<file path="config.mk">
export PLATFORM = sky130hd
export DESIGN_NAME = ioxc_bank
export DESIGN_NICKNAME = d
export VERILOG_FILES = /design/src/rtl/ioxc_pkg.sv /design/src/rtl/ioxc_port_if.sv /design/src/rtl/ioxc_addr_map.sv /design/src/rtl/ioxc_ioc_detect.sv /design/src/rtl/ioxc_bank.sv
export SDC_FILE = /design/constraint.sdc
export NUM_CORES = 1
export LEC_CHECK = 0
export BUFFER_PORTS_ARGS = -buffer_cell sky130_fd_sc_hd__buf_2
export CAP_MARGIN = 10
export CORE_UTILIZATION = 51
export CTS_CLUSTER_SIZE = 25
export DETAILED_ROUTE_END_ITERATION = 10
export PLACE_DENSITY = 0.69
export SETUP_SLACK_MARGIN = 0.2
export SYNTH_ARGS = -nofsm -noshare
export SYNTH_HDL_FRONTEND = slang
export SYNTH_HIERARCHICAL = 1
export SYNTH_SLANG_ARGS = --single-unit
export TNS_END_PERCENT = 100
</file>
<file path="constraint.sdc">
create_clock -name clk_i -period 4.34 [get_ports clk_i]
set_clock_uncertainty 0.1 [all_clocks]
set_input_delay 0.868 -clock clk_i [delete_from_list [all_inputs] [get_ports clk_i]]
set_output_delay 0.868 -clock clk_i [all_outputs]
set_load 0.005 [all_outputs]
</file>
<file path="src/rtl/ioxc_pkg.sv">
// Constants of the change-interrupt and configuration register bank.
// Assumes a single 200 MHz clock and a byte-wide register port from the protocol engine.
package ioxc_pkg;

  // ------------------------------------------------------------------
  // Register kinds: index of a register inside one port's bank
  // ------------------------------------------------------------------
  localparam logic [3:0] REG_DIRECTION = 4'h0;
  localparam logic [3:0] REG_POLARITY  = 4'h1;
  localparam logic [3:0] REG_IRQ_EN    = 4'h2;
  localparam logic [3:0] REG_DEFAULT   = 4'h3;
  localparam logic [3:0] REG_SOURCE    = 4'h4;
  localparam logic [3:0] REG_CONFIG    = 4'h5;
  localparam logic [3:0] REG_PULLUP    = 4'h6;
  localparam logic [3:0] REG_FLAG      = 4'h7;
  localparam logic [3:0] REG_CAPTURE   = 4'h8;
  localparam logic [3:0] REG_PORT      = 4'h9;
  localparam logic [3:0] REG_LATCH     = 4'hA;

  // ------------------------------------------------------------------
  // Address map limits
  // ------------------------------------------------------------------
  localparam logic [3:0] SPLIT_LAST_KIND  = 4'hA;
  localparam logic [7:0] PAIRED_LAST_ADDR = 8'h15;
  localparam int         SPLIT_PORT_BIT   = 4;

  // ------------------------------------------------------------------
  // Configuration register fields
  // ------------------------------------------------------------------
  localparam int         CFG_BANK_SPLIT  = 7;
  localparam int         CFG_MIRROR      = 6;
  localparam int         CFG_PTR_HOLD    = 5;
  localparam int         CFG_SLEW_OFF    = 4;
  localparam int         CFG_HW_ADDR_EN  = 3;
  localparam int         CFG_OPEN_DRAIN  = 2;
  localparam int         CFG_ACTIVE_HIGH = 1;
  localparam logic [7:0] CFG_WRITE_MASK  = 8'hFE;

  // ------------------------------------------------------------------
  // Reset values
  // ------------------------------------------------------------------
  localparam logic [7:0] RST_BYTE  = 8'h00;
  localparam logic [7:0] RST_PTR   = 8'h00;
  localparam logic [2:0] RST_ADDR  = 3'h0;
  localparam logic       RST_IRQ   = 1'b1;
  localparam logic       RST_IRQ_OE = 1'b1;

endpackage : ioxc_pkg

</file>
<file path="src/rtl/ioxc_port_if.sv">
// Per-port bundle between the register bank and one change detector.
// Assumes both ends run on the same clock.
interface ioxc_port_if;
  logic [7:0] enable;
  logic [7:0] dflt;
  logic [7:0] source;
  logic [7:0] is_input;
  logic [7:0] pins;
  logic       clear;
  logic       irq;
  logic [7:0] flags;
  logic [7:0] capture;

  modport bank (
    output enable,
    output dflt,
    output source,
    output is_input,
    output pins,
    output clear,
    input  irq,
    input  flags,
    input  capture
  );

  modport detect (
    input  enable,
    input  dflt,
    input  source,
    input  is_input,
    input  pins,
    input  clear,
    output irq,
    output flags,
    output capture
  );
endinterface : ioxc_port_if

</file>
<file path="src/rtl/ioxc_addr_map.sv">
// Address decoder for the split and paired register maps.
// Assumes the map select comes straight from the configuration register.
module ioxc_addr_map (
  input  wire logic [7:0] addr_i,
  input  wire logic       bank_split_i,
  output logic            valid_o,
  output logic [3:0]      kind_o,
  output logic            port_b_o
);

  // ------------------------------------------------------------------
  // Decode
  // ------------------------------------------------------------------
  always_comb begin
    if (bank_split_i) begin
      kind_o   = addr_i[3:0];
      port_b_o = addr_i[ioxc_pkg::SPLIT_PORT_BIT];
      valid_o  = (addr_i[7:5] == 3'h0) && (addr_i[3:0] <= ioxc_pkg::SPLIT_LAST_KIND);
    end else begin
      kind_o   = addr_i[4:1];
      port_b_o = addr_i[0];
      valid_o  = (addr_i <= ioxc_pkg::PAIRED_LAST_ADDR);
    end
  end

endmodule // ioxc_addr_map

</file>
<file path="src/rtl/ioxc_ioc_detect.sv">
// Change detector of one 8-bit port: pending flag, pin flags, capture.
// Assumes pins are already synchronous to the clock.
module ioxc_ioc_detect (
  input  wire logic  clk_i,
  input  wire logic  reset_n_i,
  ioxc_port_if.detect port
);

  logic [7:0] prev_q;
  logic [7:0] mismatch;
  logic [7:0] hit;
  logic       pending_q;
  logic [7:0] flags_q;
  logic [7:0] capture_q;

  // ------------------------------------------------------------------
  // Compare
  // ------------------------------------------------------------------
  always_ff @(posedge clk_i or negedge reset_n_i) begin
    if (!reset_n_i) begin
      prev_q <= ioxc_pkg::RST_BYTE;
    end else begin
      prev_q <= port.pins;
    end
  end

  always_comb begin
    for (int i = 0; i < 8; i++) begin
      mismatch[i] = port.source[i] ? (port.pins[i] != port.dflt[i])
                                   : (port.pins[i] != prev_q[i]);
    end
    hit = mismatch & port.enable & port.is_input;
  end

  // ------------------------------------------------------------------
  // Pending state; a new hit wins over a clearing read
  // ------------------------------------------------------------------
  always_ff @(posedge clk_i or negedge reset_n_i) begin
    if (!reset_n_i) begin
      pending_q <= 1'b0;
      flags_q   <= ioxc_pkg::RST_BYTE;
      capture_q <= ioxc_pkg::RST_BYTE;
    end else if (|hit) begin
      pending_q <= 1'b1;
      flags_q   <= port.clear ? hit : (flags_q | hit);
      if (!pending_q || port.clear) begin
        capture_q <= port.pins;
      end
    end else if (port.clear) begin
      pending_q <= 1'b0;
      flags_q   <= ioxc_pkg::RST_BYTE;
    end
  end

  assign port.irq     = pending_q;
  assign port.flags   = flags_q;
  assign port.capture = capture_q;

endmodule // ioxc_ioc_detect

</file>
<file path="src/rtl/ioxc_bank.sv">
// Change-interrupt control and device configuration registers of a 16-bit expander.
// Assumes a protocol engine that loads the pointer and moves single bytes.
module ioxc_bank (
  input  wire logic       clk_i,
  input  wire logic       reset_n_i,
  // Byte port from the protocol engine
  input  wire logic       ptr_load_i,
  input  wire logic [7:0] ptr_value_i,
  input  wire logic       wr_strobe_i,
  input  wire logic [7:0] wr_data_i,
  input  wire logic       rd_strobe_i,
  output logic [7:0]      rd_data_o,
  output logic            rd_valid_o,
  // Registers held outside this bank
  output logic            reg_valid_o,
  output logic [3:0]      reg_kind_o,
  output logic            reg_port_b_o,
  output logic            ext_wr_o,
  input  wire logic [7:0] ext_rd_data_i,
  // Port state
  input  wire logic [7:0] port_a_pins_i,
  input  wire logic [7:0] port_b_pins_i,
  input  wire logic [7:0] port_a_is_input_i,
  input  wire logic [7:0] port_b_is_input_i,
  // Device address and pad control
  input  wire logic       spi_variant_i,
  input  wire logic [2:0] addr_pins_i,
  output logic [2:0]      dev_addr_o,
  output logic            sda_edge_control_off_o,
  output logic [1:0]      irq_pins_out_o,
  output logic [1:0]      irq_pins_oe_o,
  output logic [7:0]      ptr_o
);

  logic [7:0] ptr_q;
  logic [7:0] cfg_q;
  logic [7:0] en_q   [2];
  logic [7:0] dflt_q [2];
  logic [7:0] src_q  [2];
  logic [7:0] rd_data_q;
  logic       rd_valid_q;
  logic [1:0] irq_out_q;
  logic [1:0] irq_oe_q;
  logic [2:0] dev_addr_q;
  logic       slew_off_q;
  logic       map_valid;
  logic [3:0] map_kind;
  logic       map_port_b;
  logic       access;
  logic [1:0] port_irq;
  logic [1:0] pin_active;
  logic [7:0] port_flags [2];
  logic [7:0] port_capture [2];
  logic [7:0] rd_mux;
  logic [7:0] pins_sel   [2];
  logic [7:0] input_sel  [2];

  assign pins_sel[0]  = port_a_pins_i;
  assign pins_sel[1]  = port_b_pins_i;
  assign input_sel[0] = port_a_is_input_i;
  assign input_sel[1] = port_b_is_input_i;

  // ------------------------------------------------------------------
  // Address decode against the live map
  // ------------------------------------------------------------------
  ioxc_addr_map u_map (
    .addr_i       (ptr_q),
    .bank_split_i (cfg_q[ioxc_pkg::CFG_BANK_SPLIT]),
    .valid_o      (map_valid),
    .kind_o       (map_kind),
    .port_b_o     (map_port_b)
  );

  assign access = wr_strobe_i || rd_strobe_i;

  // ------------------------------------------------------------------
  // Address pointer
  // ------------------------------------------------------------------
  always_ff @(posedge clk_i or negedge reset_n_i) begin
    if (!reset_n_i) begin
      ptr_q <= ioxc_pkg::RST_PTR;
    end else if (ptr_load_i) begin
      ptr_q <= ptr_value_i;
    end else if (access && !cfg_q[ioxc_pkg::CFG_PTR_HOLD]) begin
      ptr_q <= ptr_q + 8'h01;
    end
  end

  // ------------------------------------------------------------------
  // Configuration register, shared by both ports
  // ------------------------------------------------------------------
  always_ff @(posedge clk_i or negedge reset_n_i) begin
    if (!reset_n_i) begin
      cfg_q <= ioxc_pkg::RST_BYTE;
    end else if (wr_strobe_i && map_valid && map_kind == ioxc_pkg::REG_CONFIG) begin
      cfg_q <= wr_data_i & ioxc_pkg::CFG_WRITE_MASK;
    end
  end

  // ------------------------------------------------------------------
  // Per-port registers and change detectors
  // ------------------------------------------------------------------
  for (genvar p = 0; p < 2; p++) begin : g_port
    ioxc_port_if pif ();
    logic hit_port;

    assign hit_port = map_valid && (map_port_b == 1'(p));

    always_ff @(posedge clk_i or negedge reset_n_i) begin
      if (!reset_n_i) begin
        en_q[p]   <= ioxc_pkg::RST_BYTE;
        dflt_q[p] <= ioxc_pkg::RST_BYTE;
        src_q[p]  <= ioxc_pkg::RST_BYTE;
      end else if (wr_strobe_i && hit_port) begin
        if (map_kind == ioxc_pkg::REG_IRQ_EN) begin
          en_q[p] <= wr_data_i;
        end
        if (map_kind == ioxc_pkg::REG_DEFAULT) begin
          dflt_q[p] <= wr_data_i;
        end
        if (map_kind == ioxc_pkg::REG_SOURCE) begin
          src_q[p] <= wr_data_i;
        end
      end
    end

    assign pif.enable   = en_q[p];
    assign pif.dflt     = dflt_q[p];
    assign pif.source   = src_q[p];
    assign pif.is_input = input_sel[p];
    assign pif.pins     = pins_sel[p];
    assign pif.clear    = rd_strobe_i && hit_port
                          && (map_kind == ioxc_pkg::REG_PORT
                              || map_kind == ioxc_pkg::REG_CAPTURE);

    assign port_irq[p]     = pif.irq;
    assign port_flags[p]   = pif.flags;
    assign port_capture[p] = pif.capture;

    ioxc_ioc_detect u_detect (
      .clk_i     (clk_i),
      .reset_n_i (reset_n_i),
      .port      (pif.detect)
    );

    // Interrupt pad of this port
    assign pin_active[p] = cfg_q[ioxc_pkg::CFG_MIRROR] ? (|port_irq)
                                                       : port_irq[p];

    always_ff @(posedge clk_i or negedge reset_n_i) begin
      if (!reset_n_i) begin
        irq_out_q[p] <= ioxc_pkg::RST_IRQ;
        irq_oe_q[p]  <= ioxc_pkg::RST_IRQ_OE;
      end else if (cfg_q[ioxc_pkg::CFG_OPEN_DRAIN]) begin
        irq_out_q[p] <= 1'b0;
        irq_oe_q[p]  <= pin_active[p];
      end else begin
        irq_out_q[p] <= cfg_q[ioxc_pkg::CFG_ACTIVE_HIGH] ? pin_active[p]
                                                         : !pin_active[p];
        irq_oe_q[p]  <= 1'b1;
      end
    end
  end

  // ------------------------------------------------------------------
  // Read path
  // ------------------------------------------------------------------
  always_comb begin
    rd_mux = ioxc_pkg::RST_BYTE;
    if (map_valid) begin
      unique case (map_kind)
        ioxc_pkg::REG_IRQ_EN:  rd_mux = en_q[map_port_b];
        ioxc_pkg::REG_DEFAULT: rd_mux = dflt_q[map_port_b];
        ioxc_pkg::REG_SOURCE:  rd_mux = src_q[map_port_b];
        ioxc_pkg::REG_CONFIG:  rd_mux = cfg_q & ioxc_pkg::CFG_WRITE_MASK;
        ioxc_pkg::REG_FLAG:    rd_mux = port_flags[map_port_b];
        ioxc_pkg::REG_CAPTURE: rd_mux = port_capture[map_port_b];
        default:               rd_mux = ext_rd_data_i;
      endcase
    end
  end

  always_ff @(posedge clk_i or negedge reset_n_i) begin
    if (!reset_n_i) begin
      rd_data_q  <= ioxc_pkg::RST_BYTE;
      rd_valid_q <= 1'b0;
    end else begin
      rd_valid_q <= rd_strobe_i;
      if (rd_strobe_i) begin
        rd_data_q <= rd_mux;
      end
    end
  end

  // ------------------------------------------------------------------
  // Device address and data pad control
  // ------------------------------------------------------------------
  always_ff @(posedge clk_i or negedge reset_n_i) begin
    if (!reset_n_i) begin
      dev_addr_q <= ioxc_pkg::RST_ADDR;
      slew_off_q <= 1'b0;
    end else begin
      dev_addr_q <= (spi_variant_i && !cfg_q[ioxc_pkg::CFG_HW_ADDR_EN])
                    ? ioxc_pkg::RST_ADDR : addr_pins_i;
      slew_off_q <= cfg_q[ioxc_pkg::CFG_SLEW_OFF];
    end
  end

  // ------------------------------------------------------------------
  // Outputs
  // ------------------------------------------------------------------
  assign rd_data_o              = rd_data_q;
  assign rd_valid_o             = rd_valid_q;
  assign reg_valid_o            = map_valid;
  assign reg_kind_o             = map_kind;
  assign reg_port_b_o           = map_port_b;
  assign ext_wr_o               = wr_strobe_i && map_valid
                                  && map_kind != ioxc_pkg::REG_IRQ_EN
                                  && map_kind != ioxc_pkg::REG_DEFAULT
                                  && map_kind != ioxc_pkg::REG_SOURCE
                                  && map_kind != ioxc_pkg::REG_CONFIG;
  assign dev_addr_o             = dev_addr_q;
  assign sda_edge_control_off_o = slew_off_q;
  assign irq_pins_out_o         = irq_out_q;
  assign irq_pins_oe_o          = irq_oe_q;
  assign ptr_o                  = ptr_q;

endmodule // ioxc_bank

</file>
; Word-level counts from Yosys, hierarchy flattened
; Cells that the tools add are included.
[op_classes]
n_addsub = 1
n_lt_le_gt_ge = 3
n_eq_ne = 43
n_mux = 57
bitwise_logic = 8
n_reduce_logical = 42
[ops]
columns = op, count
row1 = 8-bit 2-to-1 mux, 24
row2 = 8-bit one-hot mux with 6 select lines, 1
row3 = 8-bit AND, 4
row4 = 1-bit != test, 32
row5 = 1-bit 2-to-1 mux, 30
row6 = 1-bit logical AND, 17
row7 = 8-bit bitwise OR, 2
row8 = 2-bit AND reduction, 8
row9 = 8-bit OR reduction, 2
row10 = 4-bit by 3-bit equality test with 1-bit output (second input constant), 3
row11 = 8-bit by 1-bit adder with 8-bit output (second input constant), 1
row12 = 4-bit by 2-bit equality test with 1-bit output (second input constant), 2
row13 = 4-bit equality test (second input constant), 2
row14 = 8-bit by 5-bit less-or-equal comparator with 1-bit output (second input constant), 1
row15 = 4-bit by 2-bit != test with 1-bit output (second input constant), 2
row16 = 4-bit by 3-bit != test with 1-bit output (second input constant), 2
row17 = 1-bit logical NOT, 6
row18 = 2-bit nonzero test, 3
row19 = 4-bit less-or-equal comparator (second input constant), 1
row20 = 1-bit logical OR, 4
row21 = 4-bit 2-to-1 mux, 1
row22 = 3-bit logical NOT, 1
row23 = 3-bit 2-to-1 mux, 1
row24 = 2-bit greater-or-equal comparator (second input constant), 1
row25 = other kinds (3), 3
[word_totals]
regBits = 130
input_bits = 65

; Depth between registers and ports, before layout
[logic_depth]
depth_word = 8
depth_mapped = 10
depth_no_buf = 9

; Hierarchy
; The synthesis kept the hierarchy.
[modules_own_cells]
columns = module, instances, cells_per_inst, area_per_inst_um2, seq_area_each_um2
row1 = ioxc_bank, 1, 320, 4023.9, 2006.9
row2 = ioxc_ioc_detect, 2, 77, 1071.0, 625.6
row3 = ioxc_addr_map, 1, 11, 87.6, 0.0

; Worst setup path after synthesis
; No wires, ideal clock.
[synth_path]
path_type = reg-to-reg
from = register ptr_q[2] (netlist: ptr_o[2])
to = register g_port[1].u_detect.capture_q[0]
arrival_ns = 2.354
slack_ns = 1.761
stages_incl_launch_ff = 10
synth_period_minus_slack_ns = 2.579
path_cell_list = dfrtp_1 > a21oi_1 > o22ai_1 > nor4_2 > and2_1 > clkbuf_1 > and3_1 > nor2b_1 > a21oi_2 > mux2_2
[synth_between]
elab_chain_cells = 8
elab_cells_between_ends = 13
[synth_rtl]
columns = element, line_no
row1 = "start, declared", ioxc_bank.sv:35  ; logic [7:0] ptr_q;
row2 = "start signal, assigned", ioxc_bank.sv:81  ; ptr_q <= ioxc_pkg::RST_PTR;
row3 = "start signal, assigned", ioxc_bank.sv:83  ; ptr_q <= ptr_value_i;
row4 = "start signal, assigned", ioxc_bank.sv:85  ; ptr_q <= ptr_q + 8'h01;
row5 = branches (longest 2 deep; another with 8-bit by 5-bit less-or-equal comparator with 1-bit output), -
row6 = 1-bit 2-to-1 mux *, ioxc_addr_map.sv:15  ; if (bank_split_i) begin
row7 = named net reg_valid_o, ioxc_bank.sv:15  ; output logic reg_valid_o,
row8 = 1-bit logical AND *, ioxc_bank.sv:107  ; assign hit_port = map_valid && (map_port_b == 1'(p));
row9 = 1-bit logical AND *, ioxc_bank.sv:132  ; assign pif.clear = rd_strobe_i && hit_port
row10 = 1-bit logical AND *, ioxc_bank.sv:133  ; && (map_kind == ioxc_pkg::REG_PORT
row11 = named net g_port[1].pif.clear, ioxc_port_if.sv:9  ; logic clear;
row12 = 1-bit logical OR *, ioxc_ioc_detect.sv:46  ; if (!pending_q || port.clear) begin
row13 = 2-bit AND reduction (no line) *, -
row14 = "end signal, assigned", ioxc_ioc_detect.sv:42  ; capture_q <= ioxc_pkg::RST_BYTE;
row15 = "end signal, assigned", ioxc_ioc_detect.sv:47  ; capture_q <= port.pins;
row16 = "end, declared", ioxc_ioc_detect.sv:14  ; logic [7:0] capture_q;
; Mark *: on every way through the listed nets, which the timed path passes.
; A chain may end at the register's enable or synchronous reset.

; Worst setup path after layout
[layout_path]
from = register ptr_q[2] (netlist: ptr_o[2])
to = output port ext_wr_o
[layout_between]
elab_chain_cells = 8
elab_cells_between_ends = 14
[layout_rtl]
columns = element, line_no
row1 = branches (longest 7 deep; another with 8-bit by 5-bit less-or-equal comparator with 1-bit output), -
row2 = 1-bit logical AND *, ioxc_bank.sv:221  ; && map_kind != ioxc_pkg::REG_CONFIG;
row3 = "end, declared", ioxc_bank.sv:18  ; output logic ext_wr_o,
; Every way passes the cells marked *.

==> flow_metrics.tcl <==
set metrics [dict create \
    grt_pass1_wl_um 24400 \
    fp.dieW_um 113 \
    cts.sinks 130 \
    area_growth_pct 19.7 \
    finalNonFillerCells 750 \
    post-cts-setup-buffer-count 0 \
    vias 4351 \
    drt_wl_total_um 15100 \
    gr-usage-all-layers_pct 26.1 \
    seqPwrFrac_pct 41.4 \
    synth_top_area_share_pct 50.4 \
    finalSetupTns_ps 0 \
    cts.htree.levels 4 \
    clockPowerShare_pct 33.0 \
    place.gp.congestion 0.825 \
    cp_max_fo 11 \
    final_antenna_net_count 0 \
    viasPerCell 5.80 \
    vdd.ir_drop.worst_uv 255 \
    power_switching_w 0.00127 \
    placedCellCount 718 \
    cts_inserted_buffers 17 \
    placement.io_buffers 96 \
    clock-root-buffer "clkbuf_16" \
    reg2reg_from "cfg_q[7]" \
    synth_top_cells_by_count "dfrtp_1 (126), mux2i_1 (67), mux2_1 (40)" \
    crit_arrival_ps 2190 \
    min_period_ps 3160 \
    drc_errors 1 \
    min_period_over_period_pct 72.9 \
    status "finished with violations" \
    ys_seq_elements 130 \
    violations "DRC" \
    finalSetupViolCount 0 \
    drtIter0Drc 219 \
    post-synth-top-count-cell "dfrtp_1" \
    internal-power_w 0.00303 \
    mappedNetlistArea_sq_um 6250 \
    swShare_pct 29.5 \
    finalMaxSlewViolations 0 \
    grt_overflow 0 \
    hp-class "primary input to async pin" \
    async_flop_share_pct 100 \
    firstDrtPassIters 7 \
    critical_path.startpoint "ptr_o[2]" \
    cts_hold_buf 0 \
    num_antenna_cells 0 \
    antenna_found_initial 0 \
    io_pins 97 \
    cts_tree "built" \
    wl_per_cell_um 20.2 \
    max-clock-path-buffers 2 \
    dieHeight_um 113 \
    cp-start-kind "flip-flop" \
    syn_nets 551 \
    clk_latency_ps 420 \
    grt_pass1_vias 4252 \
    hold_viol 0 \
    p_comb_share_pct 25.6 \
    rsz0062_at_grt "no" \
    yosysSeqAreaShare_pct 52.1 \
    final_nets 656 \
    synthFlopType "dfrtp_1" \
    synthTopCellsByArea "dfrtp_1 (50%), mux2i_1 (11%), mux2_1 (7.2%), mux2_4 (3.8%), mux2_2 (3.6%)" \
    rows 40 \
    hpwl_um 10600 \
    cts_resized 0 \
    worst_pin_slew_ps 954 \
    grt_start_max_net_pins 42 \
    core_area_sq_um 12000 \
    crit_type "flip-flop to primary output" \
    start_util_pct 52.3 \
    slew_headroom_pct 34.7 \
    fmax_mhz 316 \
    end_kind "primary output" \
    synth_top_cell_by_area "dfrtp_1" \
    dieArea_sq_um 12700 \
    yosysWarningCount 6 \
    syn_area_per_cell_sq_um 12.9 \
    cap_viol_max_count 0 \
    p_leak_nw 3.53 \
    drive_gt1_share_pct 29.7 \
    clk_pin_slew_ps 50 \
    synth_edf_count 0 \
    final_util_pct 62.6 \
    power.density_nw_per_um2 574 \
    syn_inst 485 \
    ys_types 51 \
    cp.required_ps 3370 \
]
## layout make-up
type | instances | area (sq um)
Timing Repair Buffer | 103 | 548
Clock inverter | 4 | 70.1
Tap cell | 147 | 184
Multi-Input combinational cell | 335 | 2900
Clock buffer | 28 | 517
Sequential cell | 130 | 3260
Inverter | 3 | 11.3
Fill cell | 974 | 4470
## through the flow
step	total power (W)	hold slack [ps]	setup WS, ps	area (sq um)
after floorplan	0.00254	263	1760	6250
after global placement	0.00285	339	1290	6900
after detailed placement	0.00289	332	1250	6900
after CTS	0.00431	345	1150	7490
after global routing	0.00452	366	995	7490
final	0.00429	323	1180	7490
## power by group through the flow
stage               logic [W]  registers, W  clock network, W
floorplan            0.000818       0.00172                 0
global placement      0.00108       0.00178                 0
detailed placement    0.00110       0.00179                 0
CTS                   0.00110       0.00177           0.00144
global route          0.00120       0.00182           0.00149
finish                0.00110       0.00178           0.00142
## worst max-delay path, cell delays in order (launching register included)
cell	delay, ps
dfrtp_1	490
a21oi_1	190
o22ai_1	110
nor4_2	330
nand2_1	320
nor2_1	200
buf_2	130
## worst paths after layout
check | cells after the start | slack, ps | end
worst min-delay path | 1 | 320 | ptr_o[7]
worst min register to register | 0 | 360 | sda_edge_control_off_o
worst max-delay path | 6 | 1180 | ext_wr_o
min in group clk_i | 0 | 360 | sda_edge_control_off_o
worst max register to register | 4 | 1230 | g_port[0].pif.enable[3]
max in group asynchronous | 2 | 2920 | g_port[1].pif.enable[7]
## cell families after synthesis
| family | after synthesis | synth area share [%] |
|---|---|---|
| AO/OA/AOI/OAI | 77 | 8.94 |
| XOR/XNOR | 14 | 1.96 |
| buffers and inverters | 20 | 1.54 |
| multiplexers | 143 | 25.4 |
| AND/OR/NAND/NOR | 100 | 9.88 |
| adder cells (fa/ha/maj) | 1 | 0.200 |
| flip-flops | 130 | 52.1 |
## layout by cell type, fill, tap and decap left out, drive strengths merged, types with 8 or more instances in the layout
cell type,count
mux2,76
nand3b,14
and2,12
a21o,12
nor2,16
nand2,16
xnor2,8
nand3,14
clkbuf,28
o21ai,15
dfrtp,126
o22ai,16
mux2i,67
a2111oi,11
buf,103
## flip-flops by register name, summed over array words and instances (netlist names)
name / flops
g_port.pif.dflt: 16
g_port.pif.enable: 16
g_port.pif.source: 16
g_port.u_detect/port.capture: 16
g_port.u_detect/port.flags: 16
g_port.u_detect/prev_q: 16
ptr_o: 8
rd_data_o: 8
cfg_q: 7
dev_addr_o: 3
g_port.u_detect/port.irq: 2
irq_pins_oe_o: 2
irq_pins_out_o: 2
rd_valid_o: 1
sda_edge_control_off_o: 1
## metal layers
layer  routed length [um]  part of all wire [%]  track usage, %  vias up
li1                     -                     -               -     2032
met1                 6790                    45            36.0     2150
met2                 6900                    46            39.2      142
met3                 1000                   6.6            6.00       27
met4                  426                   2.8            12.7        0
met5                    0                     0               0        -
No activity file was read; power rests on OpenSTA's default activity.
